$ cat config.mk
export PLATFORM = sky130hd
export DESIGN_NAME = clock_control
export DESIGN_NICKNAME = d
export VERILOG_FILES = /design/src/include/clock_control_pkg.sv /design/src/hw/clock_control.sv /design/src/hw/clock_source_divider.sv /design/src/hw/gate_entry_timer.sv
export SDC_FILE = /design/constraint.sdc
export NUM_CORES = 1
export LEC_CHECK = 0
export BUFFER_PORTS_ARGS = -buffer_cell sky130_fd_sc_hd__buf_2
export CAP_MARGIN = 20
export CELL_PAD_IN_SITES_DETAIL_PLACEMENT = 1
export CELL_PAD_IN_SITES_GLOBAL_PLACEMENT = 2
export CORE_MARGIN = 1.5
export CORE_UTILIZATION = 26
export DETAILED_ROUTE_END_ITERATION = 8
export PLACE_DENSITY_LB_ADDON = 0.1
export SYNTH_ARGS = -nofsm -noshare
export SYNTH_HDL_FRONTEND = slang
export SYNTH_SLANG_ARGS = --single-unit
$ cat constraint.sdc
create_clock -name clk -period 3.4 [get_ports clk]
set_input_delay 0.68 -clock clk [delete_from_list [all_inputs] [get_ports clk]]
set_output_delay 0.68 -clock clk [all_outputs]
set_load 0.01 [all_outputs]
$ cat src/include/clock_control_pkg.sv
`default_nettype none
package clock_control_pkg;
    localparam int ADDR_W = 12;
    localparam int SEL_W = 8;
    localparam int DIV_W = 5;
    localparam int DELAY_W = 8;
    localparam logic [ADDR_W-1:0] MEM_CTRL_OFFSET = 12'h880;
    localparam logic [ADDR_W-1:0] MEM_DIV_OFFSET = 12'h884;
    localparam logic [ADDR_W-1:0] SER_CTRL_OFFSET = 12'h8A0;
    localparam logic [31:0] CTRL_RESET = 32'h0000_0001;
    localparam logic [31:0] DIV_RESET = 32'h0000_001F;
    localparam int DELAY_LSB = 24;
    localparam int BYPASS_BIT = 16;
    localparam int SEL_ACK_LSB = 8;
    localparam int SEL_LSB = 0;
    localparam int DIV_ACK_LSB = 16;
    localparam int DIV_LSB = 0;
    localparam logic [SEL_W-1:0] SEL_GATED = 8'h00;
    localparam logic [SEL_W-1:0] SEL_REF = 8'h01;
    localparam logic [SEL_W-1:0] SEL_PLL = 8'h02;
    localparam logic [1:0] RESP_OKAY = 2'h0;
    localparam logic [1:0] RESP_SLVERR = 2'h2;

    function automatic logic source_level(input logic [SEL_W-1:0] code,
                                          input logic ref_lvl,
                                          input logic pll_lvl);
        source_level = (code == SEL_REF) ? ref_lvl : (code == SEL_PLL) ? pll_lvl : 1'b0;
    endfunction

    function automatic logic valid_code(input logic [SEL_W-1:0] code);
        valid_code = (code == SEL_GATED) || (code == SEL_REF) || (code == SEL_PLL);
    endfunction
endpackage
`default_nettype wire

$ cat src/hw/clock_control.sv
// Notes on behaviour
// - After memory demand drops, wait the programmed 0 to 255 cycles, then request memory gating.
// - Bypass bit clear by default: single-rate memory clock is half the double rate.
// - Bypass bit set: single-rate memory clock equals the double-rate clock.
// - Memory source codes: 0 gated, 1 reference clock, 2 memory PLL clock.
// - Serial source codes: 0 gated, 1 reference, 2 system PLL; bits 31..16 reserved.
// - Source acknowledge field reports the source actually in use, same encoding.
// - Divider request asks for division ratio equal to field value plus one.
// - Divider acknowledge reports the ratio in effect, minus one.
//
// The AXI4-Lite slave port was chosen for this implementation.
`timescale 1ns/1ps
`default_nettype none
module clock_control (
    // Clock and reset.
    input wire logic clk,
    input wire logic rst_n,
    // AXI4-Lite write address and data.
    input wire logic awvalid,
    output logic awready,
    input wire logic [clock_control_pkg::ADDR_W-1:0] awaddr,
    input wire logic wvalid,
    output logic wready,
    input wire logic [31:0] wdata,
    input wire logic [3:0] wstrb,
    // AXI4-Lite write response.
    output logic bvalid,
    input wire logic bready,
    output logic [1:0] bresp,
    // AXI4-Lite read.
    input wire logic arvalid,
    output logic arready,
    input wire logic [clock_control_pkg::ADDR_W-1:0] araddr,
    output logic rvalid,
    input wire logic rready,
    output logic [31:0] rdata,
    output logic [1:0] rresp,
    // Source clock pins.
    input wire logic reference_clock,
    input wire logic memory_pll_clock,
    input wire logic system_pll_clock,
    // Demand from the clocked logic.
    input wire logic memory_clock_required,
    input wire logic serial_clock_required,
    // Derived clocks and gating requests.
    output logic memory_clock_double_rate,
    output logic memory_clock_single_rate,
    output logic nonsecure_serial_clock,
    output logic memory_gate_request,
    output logic serial_gate_request
);
    import clock_control_pkg::*;

    localparam int NSYNC = 5;

    // Pins cross into this domain through two flops before anything reads them.
    logic [NSYNC-1:0] sync1_reg, sync2_reg;
    logic [NSYNC-1:0] pins;
    assign pins = {serial_clock_required, memory_clock_required,
                   system_pll_clock, memory_pll_clock, reference_clock};

    always_ff @(posedge clk or negedge rst_n)
    begin
        if (!rst_n)
        begin
            sync1_reg <= '0;
            sync2_reg <= '0;
        end
        else
        begin
            sync1_reg <= pins;
            sync2_reg <= sync1_reg;
        end
    end

    // Register state.
    logic [DELAY_W-1:0] mem_delay_reg, mem_delay_next;
    logic mem_bypass_reg, mem_bypass_next;
    logic [SEL_W-1:0] mem_sel_reg, mem_sel_next;
    logic [DIV_W-1:0] mem_div_reg, mem_div_next;
    // Serial control has no delay field, so its gating request follows demand without a wait.
    localparam logic [DELAY_W-1:0] SER_ENTRY_DELAY = '0;
    logic [SEL_W-1:0] ser_sel_reg, ser_sel_next;
    logic [SEL_W-1:0] mem_sel_ack, ser_sel_ack;
    logic [DIV_W-1:0] mem_div_ack;
    logic mem_double, ser_clock;

    // Bus state.
    logic aw_got_reg, aw_got_next;
    logic w_got_reg, w_got_next;
    logic [ADDR_W-1:0] waddr_reg, waddr_next;
    logic [31:0] wdata_reg, wdata_next;
    logic [3:0] wstrb_reg, wstrb_next;
    logic bvalid_reg, bvalid_next;
    logic [1:0] bresp_reg, bresp_next;
    logic rvalid_reg, rvalid_next;
    logic [31:0] rdata_reg, rdata_next;
    logic [1:0] rresp_reg, rresp_next;
    logic do_write;
    logic [31:0] merged;
    logic [31:0] read_word;
    logic read_hit;
    logic awready_reg, awready_next, wready_reg, wready_next, arready_reg, arready_next;

    function automatic logic [31:0] merge(input logic [31:0] old_word,
                                          input logic [31:0] new_word,
                                          input logic [3:0] strb);
        logic [31:0] res;
        res = old_word;
        for (int i = 0; i < 4; i++)
            if (strb[i])
                res[8*i +: 8] = new_word[8*i +: 8];
        merge = res;
    endfunction

    function automatic logic [31:0] reg_word(input logic [ADDR_W-1:0] addr,
                                             input logic [DELAY_W-1:0] md,
                                             input logic mb,
                                             input logic [SEL_W-1:0] ma,
                                             input logic [SEL_W-1:0] ms,
                                             input logic [DIV_W-1:0] mda,
                                             input logic [DIV_W-1:0] mdr,
                                             input logic [SEL_W-1:0] sa,
                                             input logic [SEL_W-1:0] ss);
        logic [31:0] w;
        w = '0;
        case (addr)
            MEM_CTRL_OFFSET:
            begin
                w[DELAY_LSB +: DELAY_W] = md;
                w[BYPASS_BIT] = mb;
                w[SEL_ACK_LSB +: SEL_W] = ma;
                w[SEL_LSB +: SEL_W] = ms;
            end
            MEM_DIV_OFFSET:
            begin
                w[DIV_ACK_LSB +: DIV_W] = mda;
                w[DIV_LSB +: DIV_W] = mdr;
            end
            SER_CTRL_OFFSET:
            begin
                w[SEL_ACK_LSB +: SEL_W] = sa;
                w[SEL_LSB +: SEL_W] = ss;
            end
            default: w = '0;
        endcase
        reg_word = w;
    endfunction

    always_comb
    begin
        aw_got_next = aw_got_reg;
        w_got_next = w_got_reg;
        waddr_next = waddr_reg;
        wdata_next = wdata_reg;
        wstrb_next = wstrb_reg;
        bvalid_next = bvalid_reg;
        bresp_next = bresp_reg;
        if (awvalid && awready)
        begin
            aw_got_next = 1'b1;
            waddr_next = awaddr;
        end
        if (wvalid && wready)
        begin
            w_got_next = 1'b1;
            wdata_next = wdata;
            wstrb_next = wstrb;
        end
        do_write = aw_got_reg && w_got_reg && !bvalid_reg;
        if (do_write)
        begin
            bvalid_next = 1'b1;
            aw_got_next = 1'b0;
            w_got_next = 1'b0;
            bresp_next = ((waddr_reg == MEM_CTRL_OFFSET) || (waddr_reg == MEM_DIV_OFFSET)
                          || (waddr_reg == SER_CTRL_OFFSET)) ? RESP_OKAY : RESP_SLVERR;
        end
        else if (bvalid_reg && bready)
            bvalid_next = 1'b0;
        awready_next = !aw_got_next && !bvalid_next;
        wready_next = !w_got_next && !bvalid_next;
    end

    // Only the writable fields are taken from the merged word; acknowledges stay read-only.
    always_comb
    begin
        mem_delay_next = mem_delay_reg;
        mem_bypass_next = mem_bypass_reg;
        mem_sel_next = mem_sel_reg;
        mem_div_next = mem_div_reg;
        ser_sel_next = ser_sel_reg;
        merged = merge(reg_word(waddr_reg, mem_delay_reg, mem_bypass_reg, mem_sel_ack,
                                mem_sel_reg, mem_div_ack, mem_div_reg, ser_sel_ack,
                                ser_sel_reg), wdata_reg, wstrb_reg);
        if (do_write)
        begin
            case (waddr_reg)
                MEM_CTRL_OFFSET:
                begin
                    mem_delay_next = merged[DELAY_LSB +: DELAY_W];
                    mem_bypass_next = merged[BYPASS_BIT];
                    mem_sel_next = merged[SEL_LSB +: SEL_W];
                end
                MEM_DIV_OFFSET: mem_div_next = merged[DIV_LSB +: DIV_W];
                SER_CTRL_OFFSET: ser_sel_next = merged[SEL_LSB +: SEL_W];
                default: mem_div_next = mem_div_reg;
            endcase
        end
    end

    always_comb
    begin
        rvalid_next = rvalid_reg;
        rdata_next = rdata_reg;
        rresp_next = rresp_reg;
        read_word = reg_word(araddr, mem_delay_reg, mem_bypass_reg, mem_sel_ack,
                             mem_sel_reg, mem_div_ack, mem_div_reg, ser_sel_ack,
                             ser_sel_reg);
        read_hit = (araddr == MEM_CTRL_OFFSET) || (araddr == MEM_DIV_OFFSET)
                   || (araddr == SER_CTRL_OFFSET);
        if (arvalid && arready)
        begin
            rvalid_next = 1'b1;
            rdata_next = read_word;
            rresp_next = read_hit ? RESP_OKAY : RESP_SLVERR;
        end
        else if (rvalid_reg && rready)
            rvalid_next = 1'b0;
        arready_next = !rvalid_next;
    end

    always_ff @(posedge clk or negedge rst_n)
    begin
        if (!rst_n)
        begin
            aw_got_reg <= 1'b0;
            w_got_reg <= 1'b0;
            waddr_reg <= '0;
            wdata_reg <= '0;
            wstrb_reg <= '0;
            bvalid_reg <= 1'b0;
            bresp_reg <= RESP_OKAY;
            rvalid_reg <= 1'b0;
            rdata_reg <= '0;
            rresp_reg <= RESP_OKAY;
            mem_delay_reg <= CTRL_RESET[DELAY_LSB +: DELAY_W];
            mem_bypass_reg <= CTRL_RESET[BYPASS_BIT];
            mem_sel_reg <= CTRL_RESET[SEL_LSB +: SEL_W];
            mem_div_reg <= DIV_RESET[DIV_LSB +: DIV_W];
            awready_reg <= 1'b1;
            wready_reg <= 1'b1;
            arready_reg <= 1'b1;
            ser_sel_reg <= CTRL_RESET[SEL_LSB +: SEL_W];
        end
        else
        begin
            aw_got_reg <= aw_got_next;
            w_got_reg <= w_got_next;
            waddr_reg <= waddr_next;
            wdata_reg <= wdata_next;
            wstrb_reg <= wstrb_next;
            bvalid_reg <= bvalid_next;
            bresp_reg <= bresp_next;
            rvalid_reg <= rvalid_next;
            rdata_reg <= rdata_next;
            rresp_reg <= rresp_next;
            mem_delay_reg <= mem_delay_next;
            mem_bypass_reg <= mem_bypass_next;
            mem_sel_reg <= mem_sel_next;
            mem_div_reg <= mem_div_next;
            awready_reg <= awready_next;
            wready_reg <= wready_next;
            arready_reg <= arready_next;
            ser_sel_reg <= ser_sel_next;
        end
    end

    assign awready = awready_reg;
    assign wready = wready_reg;
    assign bvalid = bvalid_reg;
    assign bresp = bresp_reg;
    assign arready = arready_reg;
    assign rvalid = rvalid_reg;
    assign rdata = rdata_reg;
    assign rresp = rresp_reg;

    clock_source_divider #(.DW(DIV_W)) u_mem_clock (
        .clk(clk),
        .rst_n(rst_n),
        .ref_level(sync2_reg[0]),
        .pll_level(sync2_reg[1]),
        .select_request(mem_sel_reg),
        .divider_request(mem_div_reg),
        .clock_out(mem_double),
        .select_ack(mem_sel_ack),
        .divider_ack(mem_div_ack)
    );

    // The serial clock has no divider here, so its ratio is held at one.
    clock_source_divider #(.DW(1)) u_ser_clock (
        .clk(clk),
        .rst_n(rst_n),
        .ref_level(sync2_reg[0]),
        .pll_level(sync2_reg[2]),
        .select_request(ser_sel_reg),
        .divider_request(1'b0),
        .clock_out(ser_clock),
        .select_ack(ser_sel_ack),
        .divider_ack()
    );

    gate_entry_timer u_mem_gate (
        .clk(clk),
        .rst_n(rst_n),
        .required(sync2_reg[3]),
        .entry_delay(mem_delay_reg),
        .gate_request(memory_gate_request)
    );

    gate_entry_timer u_ser_gate (
        .clk(clk),
        .rst_n(rst_n),
        .required(sync2_reg[4]),
        .entry_delay(SER_ENTRY_DELAY),
        .gate_request(serial_gate_request)
    );

    // Half-rate stage: the output toggles once per rising edge of the double-rate clock.
    logic dbl_prev_reg, half_reg, half_next, single_reg, single_next;
    always_comb
    begin
        half_next = half_reg ^ (mem_double && !dbl_prev_reg);
        single_next = mem_bypass_reg ? mem_double : half_next;
    end

    always_ff @(posedge clk or negedge rst_n)
    begin
        if (!rst_n)
        begin
            dbl_prev_reg <= 1'b0;
            half_reg <= 1'b0;
            single_reg <= 1'b0;
        end
        else
        begin
            dbl_prev_reg <= mem_double;
            half_reg <= half_next;
            single_reg <= single_next;
        end
    end

    assign memory_clock_double_rate = mem_double;
    assign memory_clock_single_rate = single_reg;
    assign nonsecure_serial_clock = ser_clock;

    a_half_rate: assert property (@(posedge clk) disable iff (!rst_n)
        !mem_bypass_reg && $past(!mem_bypass_reg) && !$past(mem_bypass_reg, 2) && $changed(single_reg)
        |-> $past(mem_double && !dbl_prev_reg))
        else $error("Half-rate clock moved without a double-rate rising edge.");
    a_bypass_follow: assert property (@(posedge clk) disable iff (!rst_n)
        mem_bypass_reg |=> single_reg == $past(mem_double))
        else $error("Bypassed single-rate clock does not follow the double rate.");
    a_sel_ack_read: assert property (@(posedge clk) disable iff (!rst_n)
        arvalid && arready && araddr == MEM_CTRL_OFFSET
        |=> rdata[SEL_ACK_LSB +: SEL_W] == $past(mem_sel_ack))
        else $error("Source acknowledge read back wrong.");
    a_div_ack_read: assert property (@(posedge clk) disable iff (!rst_n)
        arvalid && arready && araddr == MEM_DIV_OFFSET
        |=> rdata[DIV_ACK_LSB +: DIV_W] == $past(mem_div_ack) && rdata[15:5] == '0)
        else $error("Divider acknowledge read back wrong.");
    a_ser_reserved: assert property (@(posedge clk) disable iff (!rst_n)
        arvalid && arready && araddr == SER_CTRL_OFFSET |=> rdata[31:16] == '0)
        else $error("Reserved serial bits read nonzero.");
    a_write_resp: assert property (@(posedge clk) disable iff (!rst_n)
        aw_got_reg && w_got_reg && !bvalid_reg |=> bvalid_reg)
        else $error("Write response missing.");

    c_mem_write: cover property (@(posedge clk) disable iff (!rst_n)
        do_write && waddr_reg == MEM_CTRL_OFFSET);
    c_pll_taken: cover property (@(posedge clk) disable iff (!rst_n)
        mem_sel_ack == SEL_PLL);
    c_gate_req: cover property (@(posedge clk) disable iff (!rst_n)
        $rose(memory_gate_request));
    c_bypass_on: cover property (@(posedge clk) disable iff (!rst_n)
        mem_bypass_reg && $changed(single_reg));
endmodule
`default_nettype wire

$ cat src/hw/clock_source_divider.sv
`timescale 1ns/1ps
`default_nettype none
module clock_source_divider #(
    parameter int DW = 5
) (
    // Clock and reset.
    input wire logic clk,
    input wire logic rst_n,
    // Synchronised source levels.
    input wire logic ref_level,
    input wire logic pll_level,
    // Requests from software.
    input wire logic [clock_control_pkg::SEL_W-1:0] select_request,
    input wire logic [DW-1:0] divider_request,
    // Derived clock and acknowledges.
    output logic clock_out,
    output logic [clock_control_pkg::SEL_W-1:0] select_ack,
    output logic [DW-1:0] divider_ack
);
    import clock_control_pkg::*;

    logic [SEL_W-1:0] sel_reg, sel_next;
    logic [DW-1:0] div_reg, div_next;
    logic [DW-1:0] count_reg, count_next;
    logic out_reg, out_next;
    logic ref_prev_reg, pll_prev_reg;
    logic src_edge;
    logic last_edge;
    logic boundary;

    // Both edges of the source are counted, so N edges per half period divide by N.
    always_comb
    begin
        src_edge = source_level(sel_reg, ref_level, pll_level)
                   ^ source_level(sel_reg, ref_prev_reg, pll_prev_reg);
        last_edge = src_edge && (count_reg == div_reg);
        sel_next = sel_reg;
        div_next = div_reg;
        count_next = count_reg;
        out_next = out_reg;
        if (src_edge)
        begin
            count_next = last_edge ? '0 : count_reg + 1'b1;
            out_next = last_edge ? ~out_reg : out_reg;
        end
        // Changes land only at the start of a low phase, so no runt pulse appears.
        boundary = (sel_reg == SEL_GATED) || (last_edge && out_reg);
        if (boundary && ((select_request != sel_reg) || (divider_request != div_reg)))
        begin
            // Reserved codes are parked on the gated state rather than guessed at.
            sel_next = valid_code(select_request) ? select_request : SEL_GATED;
            div_next = divider_request;
            count_next = '0;
            out_next = 1'b0;
        end
    end

    always_ff @(posedge clk or negedge rst_n)
    begin
        if (!rst_n)
        begin
            sel_reg <= SEL_GATED;
            div_reg <= '0;
            count_reg <= '0;
            out_reg <= 1'b0;
            ref_prev_reg <= 1'b0;
            pll_prev_reg <= 1'b0;
        end
        else
        begin
            sel_reg <= sel_next;
            div_reg <= div_next;
            count_reg <= count_next;
            out_reg <= out_next;
            ref_prev_reg <= ref_level;
            pll_prev_reg <= pll_level;
        end
    end

    assign clock_out = out_reg;
    assign select_ack = sel_reg;
    assign divider_ack = div_reg;

    a_ack_at_low: assert property (@(posedge clk) disable iff (!rst_n)
        ($changed(sel_reg) || $changed(div_reg)) |-> !out_reg)
        else $error("Acknowledge changed while the clock was high.");
    a_gated_quiet: assert property (@(posedge clk) disable iff (!rst_n)
        (sel_reg == SEL_GATED) |-> !out_reg ##1 (sel_reg != SEL_GATED || !out_reg))
        else $error("Gated clock toggled.");
    a_count_bound: assert property (@(posedge clk) disable iff (!rst_n)
        $changed(out_reg) && $past(sel_reg) == sel_reg |-> $past(count_reg) == $past(div_reg))
        else $error("Clock toggled before the divider count elapsed.");
endmodule
`default_nettype wire

$ cat src/hw/gate_entry_timer.sv
`timescale 1ns/1ps
`default_nettype none
module gate_entry_timer (
    // Clock and reset.
    input wire logic clk,
    input wire logic rst_n,
    // Demand and delay.
    input wire logic required,
    input wire logic [clock_control_pkg::DELAY_W-1:0] entry_delay,
    // Gating request.
    output logic gate_request
);
    import clock_control_pkg::*;

    typedef enum logic [1:0] {RUNNING, WAITING, GATED} gate_state_t;
    gate_state_t state_reg, state_next;
    logic [DELAY_W-1:0] count_reg, count_next;
    logic gate_reg, gate_next;

    always_comb
    begin
        state_next = state_reg;
        count_next = count_reg;
        case (state_reg)
            RUNNING:
            begin
                if (!required)
                begin
                    state_next = (entry_delay == '0) ? GATED : WAITING;
                    count_next = {{(DELAY_W-1){1'b0}}, 1'b1};
                end
            end
            WAITING:
            begin
                if (required)
                    state_next = RUNNING;
                else if (count_reg >= entry_delay)
                    state_next = GATED;
                else
                    count_next = count_reg + 1'b1;
            end
            GATED:
            begin
                if (required)
                    state_next = RUNNING;
            end
            default: state_next = RUNNING;
        endcase
        gate_next = (state_next == GATED);
    end

    always_ff @(posedge clk or negedge rst_n)
    begin
        if (!rst_n)
        begin
            state_reg <= RUNNING;
            count_reg <= '0;
            gate_reg <= 1'b0;
        end
        else
        begin
            state_reg <= state_next;
            count_reg <= count_next;
            gate_reg <= gate_next;
        end
    end

    assign gate_request = gate_reg;

    a_entry_wait: assert property (@(posedge clk) disable iff (!rst_n)
        state_reg == WAITING && !required && count_reg < entry_delay |=> !gate_request)
        else $error("Gating requested before the entry delay elapsed.");
    a_entry_due: assert property (@(posedge clk) disable iff (!rst_n)
        state_reg == WAITING && !required && count_reg >= entry_delay |=> gate_request)
        else $error("Gating not requested when the entry delay elapsed.");
endmodule
`default_nettype wire

# Word-level counts from Yosys, hierarchy flattened
# Index checks and enable logic that the tools add are counted.
# totals
register_bits	185
latch_bits	0
ram_bits	0
mem_bits_ro	0
in_bits	72
output_inout_bits	46
wordCells	196
memories	0
# op_classes
add_sub_neg	4
mul	0
div_mod_pow	0
magnitude_cmp	2
eq_ne	30
shift	0
muxes	60
bitwise	6
n_reduce_logical	55
# ops
cell	count
8-bit two-way mux	10
12-bit == test (second input constant)	6
8-bit zero test	5
8-bit by 1-bit == test with 1-bit output (second input constant)	4
8-bit by 2-bit == test with 1-bit output (second input constant)	4
8-bit one-hot mux with 2 select lines	2
1-bit two-way mux	26
2-bit two-way mux	11
11-bit one-hot mux with 2 select lines	1
8-bit by 1-bit adder with 8-bit output (second input constant)	2
1-bit logical AND	16
8-bit inequality test	2
5-bit two-way mux	3
5-bit one-hot mux with 3 select lines	1
2-bit inequality test (second input constant)	6
2-bit one-hot mux with 3 select lines	2
2-bit nonzero test	6
1-bit logical OR	11
5-bit one-hot mux with 2 select lines	1
2-bit AND reduction	5
2-bit == test (second input constant)	4
8-bit by 1-bit greater-or-equal comparator with 1-bit output (second input constant)	1
8-bit greater-or-equal comparator	1
4-bit AND reduction	2
other kinds (13)	25

# Logic depth before layout (Yosys ltp)
# Gate-level depths: netlist of the first run.
# logic_depth
word_depth	10
mapped_depth	8
mapped_depth_nobuf	8

# Hierarchy
# Synthesis of the first run repeated with hierarchy kept, for this count alone.
# unflattened
cells_unflattened	698
area_unflattened_um2	8086.5
# by_module_without_submodules
mod	instances	cells_each	area_per_inst_um2	seq_area_each_um2
clock_control	1	339	4584.4	2840.2
gate_entry_timer	2	97	839.6	275.3
clock_source_divider (u_mem_clock)	1	101	1131.1	525.5
clock_source_divider (u_ser_clock)	1	64	691.9	325.3

# Worst setup path before layout of the first run
# Ideal clock, no wire load.
# synth_timing
path_kind	reg-to-reg
start	register u_mem_gate.count_reg[0]
end	register u_mem_gate.count_reg[7]
setup_ns	0.137
arrival_ns	1.944
required_ns	3.263
path_slack_ns	1.319
path_stages_with_launch	9
path_buffers	0
period_less_slack_ns	2.081
cell_sequence	dfrtp_1 > inv_1 > ha_1 > nand2b_1 > a2111oi_2 > o311ai_2 > nor4_1 > xnor2_1 > nor2_1
# synth_via
elab_chain_cells	4
word_cells_on_any_way	7
classes_between	1 x add/sub; 1 x order compare; 1 x eq/ne; 3 x mux; 1 x reduce/logical
# synth_lines
element	line	text
start: declaration	gate_entry_timer.sv:17	logic [DELAY_W-1:0] count_reg, count_next;
start signal: assignment	gate_entry_timer.sv:63	count_reg <= count_next;
8-bit by 1-bit adder with 8-bit output	gate_entry_timer.sv:40	count_next = count_reg + 1'b1;
8-bit two-way mux	gate_entry_timer.sv:37	else if (count_reg >= entry_delay)
8-bit two-way mux	gate_entry_timer.sv:35	if (required)
8-bit one-hot mux with 2 select lines	gate_entry_timer.sv:24	case (state_reg)
# Parallel ways exist; a longest one is shown, timed or not. The select of a mux whose other input is x is not followed.
# A chain may end at the register's enable or synchronous reset.

# Worst setup path after layout of the first run
# Same ends and word-level chain as after synthesis.

==> metrics.yaml, run 1 <==
leakage_nw: 3.867
skew_ns: 0.01390
chipHeight_um: 168.0
diodes: 0
totalWireLength_um: 18400
critPathCaptureType: "flip-flop"
synth_fa_ha_area_share_pct: 1.767
yosysTopAreaCell: "dfrtp_1"
core_area_sq_mm: 0.02688
start_kind: "flip-flop"
place_ws_ns: 0.8820
drv_cap: 0
clockBufferDepth: 2
grt_pass1_wl_um: 29930
clockRootBuffer: "clkbuf_16"
setup_viol: 0
path_depth: 8
wl_per_cell_um: 17.36
relSlewSlack_pct: 32.43
grt_pass1_vias: 5276
fin_crit_sh_pct: 68.93
finalMaxSlewViolations: 0
area_growth_pct: 19.95
slowest_delay_ns: 0.42
synthCells: 617
synth_compound_area_share_pct: 9.329
numClockSinks: 159
synth-xor-area-share_pct: 4.947
cp.required_ns: 3.70
r2r_cells: 8
syn_avg_cell_area_sq_um: 11.48
yosys.area_share.simple_pct: 13.09
yosysWarnings: 0
routed_via_density: 4.560
synth.area.mux_share_pct: 11.27
fin_crit_ns: 2.344
vias: 4834
die_w_um: 168.0
ys_seq_elements: 159
die-area_sq_mm: 0.02824
io-pin-count: 118
crit_arrival_ns: 2.64
postSynth.asyncResetShare_pct: 100.0
power.density_mw_per_mm2: 593.5
path_buf_inv: 1
stdcell_area_sq_mm: 0.008494
drive_gt1_share_pct: 30.32
peakVddDrop_mv: 0.2424
path_clk_slew_ns: 0.07
start_util_pct: 26.35
fmax_ghz: 0.4267
cts_buffers: 17
port_buffers: 96
rows: 60
cp_max_fo: 10
setup_slack_ns: 1.056
post_cts_buffers: 0
crit_family: "compound AO/OA/AOI/OAI gates"
hp-class: "in2async"
synth_top_flop_cell: "dfrtp_1"
hold_viol: 0
drt-initial-drc-count: 204
htree_levels: 4
cp_slowest_cell: "dfrtp_1"
antenna_left: 0
largest_reg_flops: 29
status: "finished clean"
synthesis.area_sq_mm: 0.007082
tightest_slew_ns: 1.011
place_congestion: 0.7229
synth.distinct_cells: 55
firstDrtPassIters: 4
synth-edff-count: 0
hold_buffers: 0
grt_max_degree: 75
antenna_found_initial: 0
seq_area_frac_synth_pct: 56.36
yosys-top-cells-area: "dfrtp_1 (53%), mux2_2 (8.6%), nand2_1 (3.8%), dfstp_2 (3.7%), xnor2_1 (3.2%)"
synth_top_family_by_area: "simple AND/OR/NAND/NOR gates"
finalNetCount: 788
rsz0062_at_grt: "no"
hpwlAfterDp_um: 13500
cts_resized: 0
clock_latency_ns: 0.43
cp_cell_sequence: "inv_1 > ha_1 > nand2b_1 > a2111oi_2 > o311ai_2 > nor4_1 > xnor2_1 > nor2_1"
whs_ns: 0.2491
place_area_sq_mm: 0.007911
track_usage_pct: 13.84
post-route-drc-count: 0
critPathKind: "reg2reg"
cts_tree: "yes"
setup_tns_ns: 0
grt_overflow: 0
yosys.area.top_type_share_pct: 52.65
## cell usage in the layout (no fill, tap or decap), types with 3 or more instances in the layout
| cell | count |
|---|---|
| dfrtp_1 | 149 |
| buf_2 | 95 |
| nand2_1 | 71 |
| mux2_2 | 54 |
| nor2_1 | 37 |
| o21ai_0 | 37 |
| xnor2_1 | 26 |
| inv_1 | 20 |
| mux2i_1 | 19 |
| a21oi_1 | 18 |
| clkbuf_16 | 17 |
| xor2_1 | 14 |
| a22oi_1 | 12 |
| o31ai_1 | 11 |
| nor3_1 | 10 |
| ha_1 | 10 |
| dfstp_2 | 10 |
| nor4_1 | 9 |
| nand2b_1 | 7 |
| nand4_1 | 6 |
| conb_1 | 6 |
| nor2b_1 | 5 |
| nand3_1 | 5 |
| o2bb2ai_1 | 5 |
| inv_6 | 5 |
| or2_2 | 4 |
| clkinvlp_4 | 4 |
| a21boi_0 | 3 |
| or3_1 | 3 |
| o22ai_1 | 3 |
| clkinv_2 | 3 |
## final timing paths
path                                         startpoint                       to  slack [ns]
worst max-delay path            u_mem_gate.count_reg[0]  u_mem_gate.count_reg[7]        1.06
worst min-delay path                              rst_n                   rvalid        0.25
worst max register to register  u_mem_gate.count_reg[0]  u_mem_gate.count_reg[7]        1.06
worst min register to register             sync1_reg[1]             sync2_reg[1]        0.35
max in group asynchronous                         rst_n                   wready        2.30
min in group clk                           sync1_reg[1]             sync2_reg[1]        0.35
## worst register-to-register path, delay by kind of cell (launching register included)
family,cells,cell delay (ns)
AO/OA/AOI/OAI,2,0.69
AND/OR/NAND/NOR,3,0.62
flip-flops,1,0.42
adder cells (fa/ha/maj),1,0.26
XOR/XNOR,1,0.17
buffers and inverters,1,0.06
## cell families after synthesis
kind of cell               after synthesis
AOI/OAI and AO/OA                      101
xor gates and xnor gates                40
adders and majority gates               10
buffers and inverters                   54
DFF                                    159
muxes                                   73
other                                    1
and+or+nand+nor                        179
## layer usage
| layer | wire, um | vias up | part of all wire (%) | GRT usage (%) |
|---|---|---|---|---|
| li1 | - | 2322 | - | - |
| met1 | 9114 | 2410 | 50 | 19.11 |
| met3 | 655 | 17 | 3.6 | 3.032 |
| met4 | 261 | 0 | 1.4 | 4.700 |
| met5 | 0 | - | 0 | 0 |
| met2 | 8372 | 85 | 45 | 21.43 |
## where the power goes
part | switching [W] | leakage [nW] | internal (W)
clock | 0.000836 | 0.277 | 0.00109
combinational | 0.000334 | 1.54 | 0.000371
sequential | 0.000251 | 2.05 | 0.00216
## synthesized netlist by cell type, types with 2 or more instances
cell / count
dfrtp_1: 149
nand4_1: 6
nand2b_1: 7
nor2b_1: 5
nor2_1: 37
clkbuf_1: 26
a21oi_1: 18
or3_1: 3
a22oi_1: 12
nor3b_2: 2
or4_1: 2
mux2_2: 54
dfstp_2: 10
mux2i_1: 19
buf_2: 3
inv_1: 20
xnor2_1: 26
nor3_2: 2
o21a_1: 2
nor4_1: 9
nand2_2: 2
or2_2: 4
o22ai_1: 3
nor4_2: 2
nand3_1: 5
xor2_1: 14
o31ai_1: 11
or4b_2: 2
ha_1: 10
a32o_1: 2
nor3_1: 10
a21boi_0: 3
nand2_1: 71
buf_4: 5
o21ai_0: 37
o2bb2ai_1: 5
## per-stage QoR
step	std cells	total power [W]	utilization [%]
global route	1060	0.005314	31.61
floorplan	622	0.002893	-
detailed placement	1028	0.003179	29.44
global placement	1028	0.003131	29.44
finish	1060	0.005042	31.61
CTS	1060	0.005141	31.61
## layout make-up
type                    count  area, sq um
flip-flops and latches    159         3991
well taps                 341        426.7
fillers                  3004        18380
repair buffers             99        534.3
clock inverters            15        157.7
clock buffers              17        425.4
multi-input cells         409         2884
inverters                  20        75.07
(Power assumes the default switching activity.)
==> inputs of run 2 (changes only) <==
Clock period 3.4 ns to 2.2 ns, I/O delays scaled along.
==> metrics.yaml, run 2 (synthesized netlist as in run 1, its figures left out) <==
status: "finished clean"
rsz0062_at_grt: "yes"
power.density_mw_per_mm2: 896.4  # +51%
regToRegSetupSlack_ns: 0.1  # -0.96 ns
port_buffers: 96  # unchanged
comb_power_share_pct: 14.3  # +0.3 points
critPathCaptureType: "flip-flop"
numClockSinks: 159  # unchanged
die_w_um: 168.0  # unchanged
grt_pass1_vias: 5312  # +0.68%
cp_max_fo: 6  # -4
fin_cells: 1092  # +3.0%
start_kind: "flip-flop"
hp-class: "in2reg"
totalWireLength_um: 18500  # +0.53%
dp.cells: 1058  # +2.9%
cp.required_ns: 2.50  # -1.20 ns
stdcell_area_sq_mm: 0.008810  # +3.7%
final_cell_mix: "dfrtp_1 (149), buf_2 (95), nand2_1 (71), mux2_2 (54)"
setup_tns_ns: 0  # unchanged
vias: 4930  # +2.0%
cp_cell_sequence: "xor2_1 > nor4_1 > nand4_1 > nor2_2 > a211oi_4 > buf_4 > buf_4 > a32o_1"
grt_overflow: 0  # unchanged
fin_crit_sh_pct: 95.67  # +27 points
track_usage_pct: 13.71  # -0.12 points
internal_power_w: 0.005738  # +59%
routed_via_density: 4.515  # -1.0%
core_area_sq_mm: 0.02688  # unchanged
drive_gt1_share_pct: 33.95  # +3.6 points
htree_levels: 4  # unchanged
post-route-drc-count: 0  # unchanged
cp_slowest_cell: "dfrtp_1"
finalNetCount: 820  # +4.1%
clockPowerShare_pct: 38.5  # +0.3 points
multiInputGateArea_sq_mm: 0.002944  # +2.1%
rows: 60  # unchanged
tightest_slew_ns: 0.6555  # -0.3556 ns
critPathKind: "reg2reg"
place_area_sq_mm: 0.008137  # +2.8%
path_buf_inv: 2  # +1
power.switching_w: 0.002158  # +52%
path_clk_slew_ns: 0.07  # about the same
clockRootBuffer: "clkbuf_16"
largest_reg_flops: 29  # unchanged
fin_crit_ns: 2.105  # -0.2390 ns
antenna_found_initial: 0  # unchanged
fmax_ghz: 0.4751  # +11%
setup_viol: 0  # unchanged
swShare_pct: 27.33  # -0.86 points
crit_arrival_ns: 2.41  # -0.23 ns
diodes: 0  # unchanged
total_power_w: 0.007897  # +57%
peakVddDrop_mv: 0.3912  # +61%
antenna_left: 0  # unchanged
skew_ns: 0.007709  # -0.006196 ns
wl_per_cell_um: 16.94  # -2.4%
finish.utilization_pct: 32.78  # +1.2 points
area_growth_pct: 24.40
seq_power_share_pct: 47.2  # -0.6 points
clockBufferDepth: 2  # unchanged
grt_pass1_wl_um: 29990  # +0.21%
place_congestion: 0.7422  # +2.7%
start_util_pct: 26.35  # unchanged
firstDrtPassIters: 4  # unchanged
final_common_cell: "dfrtp_1"
regArea_sq_mm: 0.003991  # unchanged
drv_cap: 0  # unchanged
leakage_nw: 4.058  # +5.0%
crit_path_frequent_cell: "buf_4"
clock_latency_ns: 0.42  # about the same
hold_viol: 0  # unchanged
die-area_sq_mm: 0.02824  # unchanged
drt-initial-drc-count: 179  # -12%
crit_family: "simple AND/OR/NAND/NOR gates"
relSlewSlack_pct: 56.30  # +24 points
cts_buffers: 17  # unchanged
slowest_delay_ns: 0.46  # +0.04 ns
nFillCells: 2976  # -0.93%
finalMaxSlewViolations: 0  # unchanged
chipHeight_um: 168.0  # unchanged
grt_max_degree: 51  # -32%
io-pin-count: 118  # unchanged
cts_tree: "yes"
hpwlAfterDp_um: 13970  # +3.5%
==> run 2: cell types whose count changed in the layout (fill, tap and decap cells not counted), moves of 2 or more <==
cell,previous run,this run
inv_6,5,2
nor3_1,10,5
clkbuf_1,0,2
nor3_2,2,6
buf_4,1,32
==> run 2: cell type report <==
cell class | count | share of cell area [%]
Clock buffer | 19 | 4.914
Clock inverter | 13 | 1.846
Inverter | 20 | 0.8522
Multi-Input combinational cell | 409 | 33.42
Sequential cell | 159 | 45.31
Tap cell | 341 | 4.843
Timing Repair Buffer | 131 | 8.820
==> run 2: metal layers <==
metal | routed length, um | track usage [%]
met5 | 0 | 0
met4 | 223 | 3.917
met3 | 647 | 3.315
met2 | 8398 | 21.18
met1 | 9231 | 19.09
==> run 2: worst reg2reg max path: stages, from the launching register on <==
cell      delay [ns]
dfrtp_1         0.46
xor2_1          0.21
nor4_1          0.33
nand4_1         0.21
nor2_2          0.22
a211oi_4        0.06
buf_4           0.17
buf_4           0.14
a32o_1          0.22
==> run 2: what timing repair did <==
action                                  CTS  global route
hold buffers                              1             0
buffers inserted                          0             1
endpoints found under the setup margin    0            26
endpoints found under the hold margin    42             0
resized for setup                         0            12
==> run 2: through the flow <==
step / hold slack [ns] / worst slack, ns
final: 0.1235 / 0.09532
after global routing: 0.1002 / -0.02345
after CTS: 0.1015 / 0.01678
after detailed placement: 0.3393 / 0.04970
after global placement: 0.3318 / 0.05163
after floorplan: 0.1444 / 0.1188
==> run 2: worst paths after layout <==
| check | startpoint | end | cells after the start |
|---|---|---|---|
| max reg2reg | u_mem_clock.divider_ack[0] | u_mem_clock.select_ack[0] | 8 |
| max | u_mem_clock.divider_ack[0] | u_mem_clock.select_ack[0] | 8 |
| max in group asynchronous | rst_n | wready | 3 |
| min | serial_clock_required | sync1_reg[4] | 1 |
| min in group asynchronous | rst_n | u_mem_clock.count_reg[2] | 2 |
| min reg2reg | sync1_reg[2] | sync2_reg[2] | 0 |
==> run 2: power groups by stage <==
stage	registers [W]	clock network [W]	logic, W
2_1_floorplan	0.00361	0	0.000859
3_3_place_gp	0.00378	0	0.00111
3_5_place_dp	0.00379	0	0.00115
4_1_cts	0.00374	0.00314	0.00115
5_1_grt	0.00379	0.00327	0.00125
6_report	0.00373	0.00304	0.00113
==> inputs of run 3 (changes only) <==
Settings changed: SKIP_CTS_REPAIR_TIMING set to 1, SYNTH_HIERARCHICAL set to 1.
==> metrics.yaml, run 3 <==
status: "finished clean"
post-route-drc-count: 0  # unchanged
track_usage_pct: 14.25  # +0.54 points
start_util_pct: 26.44  # +0.086 points
setup_slack_ns: 0.1144  # +0.01912 ns
regArea_sq_mm: 0.004244  # +6.3%
seq_area_frac_synth_pct: 52.45  # -3.9 points
yosysTopAreaCell: "dfrtp_1"
yosys.area_share.simple_pct: 14.61  # +1.5 points
io-pin-count: 118  # unchanged
critPathCaptureType: "flip-flop"
peakVddDrop_mv: 0.5421  # +39%
setup_viol: 0  # unchanged
synth-xor-area-share_pct: 3.574  # -1.4 points
port_buffers: 96  # unchanged
drive_gt1_share_pct: 33.29  # -0.66 points
yosysWarnings: 6  # +6
totalWireLength_um: 21860  # +18%
antenna_found_initial: 2  # +2
synth-edff-count: 0  # unchanged
ys_seq_elements: 169  # +6.3%
die-area_sq_mm: 0.03217  # +14%
synth.area.mux_share_pct: 11.47  # +0.19 points
grt_pass1_wl_um: 34900  # +16%
synth_fa_ha_area_share_pct: 2.940  # +1.2 points
synth_top_flop_cell: "dfrtp_1"
yosys-top-cells-area: "dfrtp_1 (49%), mux2_2 (9.1%), dfstp_2 (3.2%), ha_1 (2.9%), nand2_1 (2.6%)"
postSynth.asyncResetShare_pct: 100.0  # unchanged
synthCells: 698  # +13%
multiInputGateArea_sq_mm: 0.003661  # +24%
chipHeight_um: 179.4  # +6.7%
die_w_um: 179.4  # +6.7%
slowest_delay_ns: 0.49  # +0.03 ns
cp_slowest_cell: "a221o_2"
nFillCells: 3405  # +14%
path_clk_slew_ns: 0.07  # about the same
clockRootBuffer: "clkbuf_16"
rows: 64  # +6.7%
vias: 5907  # +20%
place_ws_ns: 0.02989  # -0.01982 ns
place_congestion: 0.7337  # -1.1%
finalMaxSlewViolations: 0  # unchanged
power.density_mw_per_mm2: 867.6  # -3.2%
firstDrtPassIters: 4  # unchanged
clockBufferDepth: 2  # unchanged
synth_compound_area_share_pct: 11.19  # +1.9 points
hpwlAfterDp_um: 16370  # +17%
synth.distinct_cells: 73  # +33%
hp-class: "in2reg"
fin_crit_ns: 2.086  # -0.01912 ns
antenna_left: 0  # unchanged
htree_levels: 4  # unchanged
cts_buffers: 17  # unchanged
synth_top_family_by_area: "simple AND/OR/NAND/NOR gates"
synthesis.area_sq_mm: 0.008087  # +14%
area_growth_pct: 23.80
cts_tree: "yes"
fmax_ghz: 0.4795  # +0.92%
drt-initial-drc-count: 208  # +16%
numClockSinks: 169  # +6.3%
routed_via_density: 4.699  # +4.1%
leakage_nw: 4.710  # +16%
synth_most_common_cell: "dfrtp_1"
core_area_sq_mm: 0.03059  # +14%
grt_overflow: 0  # unchanged
crit_arrival_ns: 2.44  # +0.03 ns
fin_crit_sh_pct: 94.80  # -0.87 points
cp_max_fo: 11  # +5
relSlewSlack_pct: 58.20  # +1.9 points
critPathKind: "reg2reg"
hold_viol: 0  # unchanged
rsz0062_at_grt: "yes"
yosys.area.top_type_share_pct: 49.20  # -3.4 points
start_kind: "flip-flop"
wl_per_cell_um: 17.39  # +2.6%
tightest_slew_ns: 0.6213  # -0.03411 ns
final_cell_mix: "dfrtp_1 (157), buf_2 (95), mux2_2 (65), nand2_1 (57), buf_4 (51)"
grt_pass1_vias: 6365  # +20%
place_area_sq_mm: 0.009344  # +15%
finish.utilization_pct: 32.73  # -0.053 points
finalNetCount: 937  # +14%
cp.required_ns: 2.55  # +0.05 ns
syn_avg_cell_area_sq_um: 11.59  # +0.94%
clock_latency_ns: 0.43  # about the same
skew_ns: 0.009611  # +0.001902 ns
stdcell_area_sq_mm: 0.01001  # +14%
largest_reg_flops: 29  # unchanged
grt_max_degree: 59  # +16%
drv_cap: 0  # unchanged
netlist_top_cells_count: "dfrtp_1 (159), mux2_2 (65), nand2_1 (57)"
cp_cell_sequence: "ha_1 > and3_4 > a221o_2 > or4_1 > a21oi_1"
final_common_cell: "dfrtp_1"
## run 3: power by group
group | internal, W | switching (W) | total (W)
logic | 0.000809 | 0.000804 | 0.00161
clock network | 0.00164 | 0.00147 | 0.00311
registers | 0.00358 | 0.000384 | 0.00396
## run 3: worst max-delay path, delay by kind of cell (launching register included)
family / cells / cell delay, ns
DFF: 1 / 0.40
AOI/OAI and AO/OA: 2 / 0.67
and+or+nand+nor: 2 / 0.68
adders and majority gates: 1 / 0.25
## run 3: layout make-up
class,instances,share of cell area [%]
antenna,2,0.04999
sequential,169,42.39
clock inverter,15,1.812
inverter,21,0.7874
multi-input combinational,487,36.57
tap,396,4.949
timing repair buffer,150,9.186
clock buffer,17,4.249
## run 3: worst paths after layout
| path | start | end | slack (ns) | depth (start not counted) |
|---|---|---|---|---|
| worst min-delay path | reference_clock | sync1_reg[0] | 0.10 | 1 |
| worst max-delay path | u_ser_gate/count_reg[5] | u_ser_gate/count_reg[7] | 0.11 | 5 |
| max in group asynchronous | rst_n | mem_div_reg[0] | 0.97 | 3 |
| min in group asynchronous | rst_n | rdata[11] | 0.48 | 2 |
| worst min register to register | sync1_reg[4] | sync2_reg[4] | 0.35 | 0 |
| worst max register to register | u_ser_gate/count_reg[5] | u_ser_gate/count_reg[7] | 0.11 | 5 |
## run 3: per-stage QoR
stage                     total power [W]  instances  hold WS (ns)  TNS (ns)
final                            0.008685       1257        0.1047         0
after global routing             0.009216       1256       0.07787  -0.04367
after CTS                        0.008841       1253      -0.09499   -0.2488
after detailed placement         0.005656       1221        0.3371         0
after global placement           0.005565       1221        0.3381         0
after floorplan                  0.005028        720        0.1444         0
## run 3: kinds of logic (layout without fill, tap and decap cells)
kind of cell,after synthesis,count (layout)
other,1,25
xor gates and xnor gates,33,33
and+or+nand+nor,200,200
DFF,169,169
buffers and inverters,64,203
adders and majority gates,19,19
AOI/OAI and AO/OA,128,128
muxes,84,84
## run 3: routing by layer
| metal | GRT usage [%] | wire length (um) | vias to the layer above |
|---|---|---|---|
| li1 | - | - | 2809 |
| met1 | 18.27 | 9978 | 2994 |
| met2 | 23.97 | 10820 | 88 |
| met3 | 3.122 | 766 | 16 |
| met4 | 4.304 | 293 | 0 |
| met5 | 0 | 0 | - |
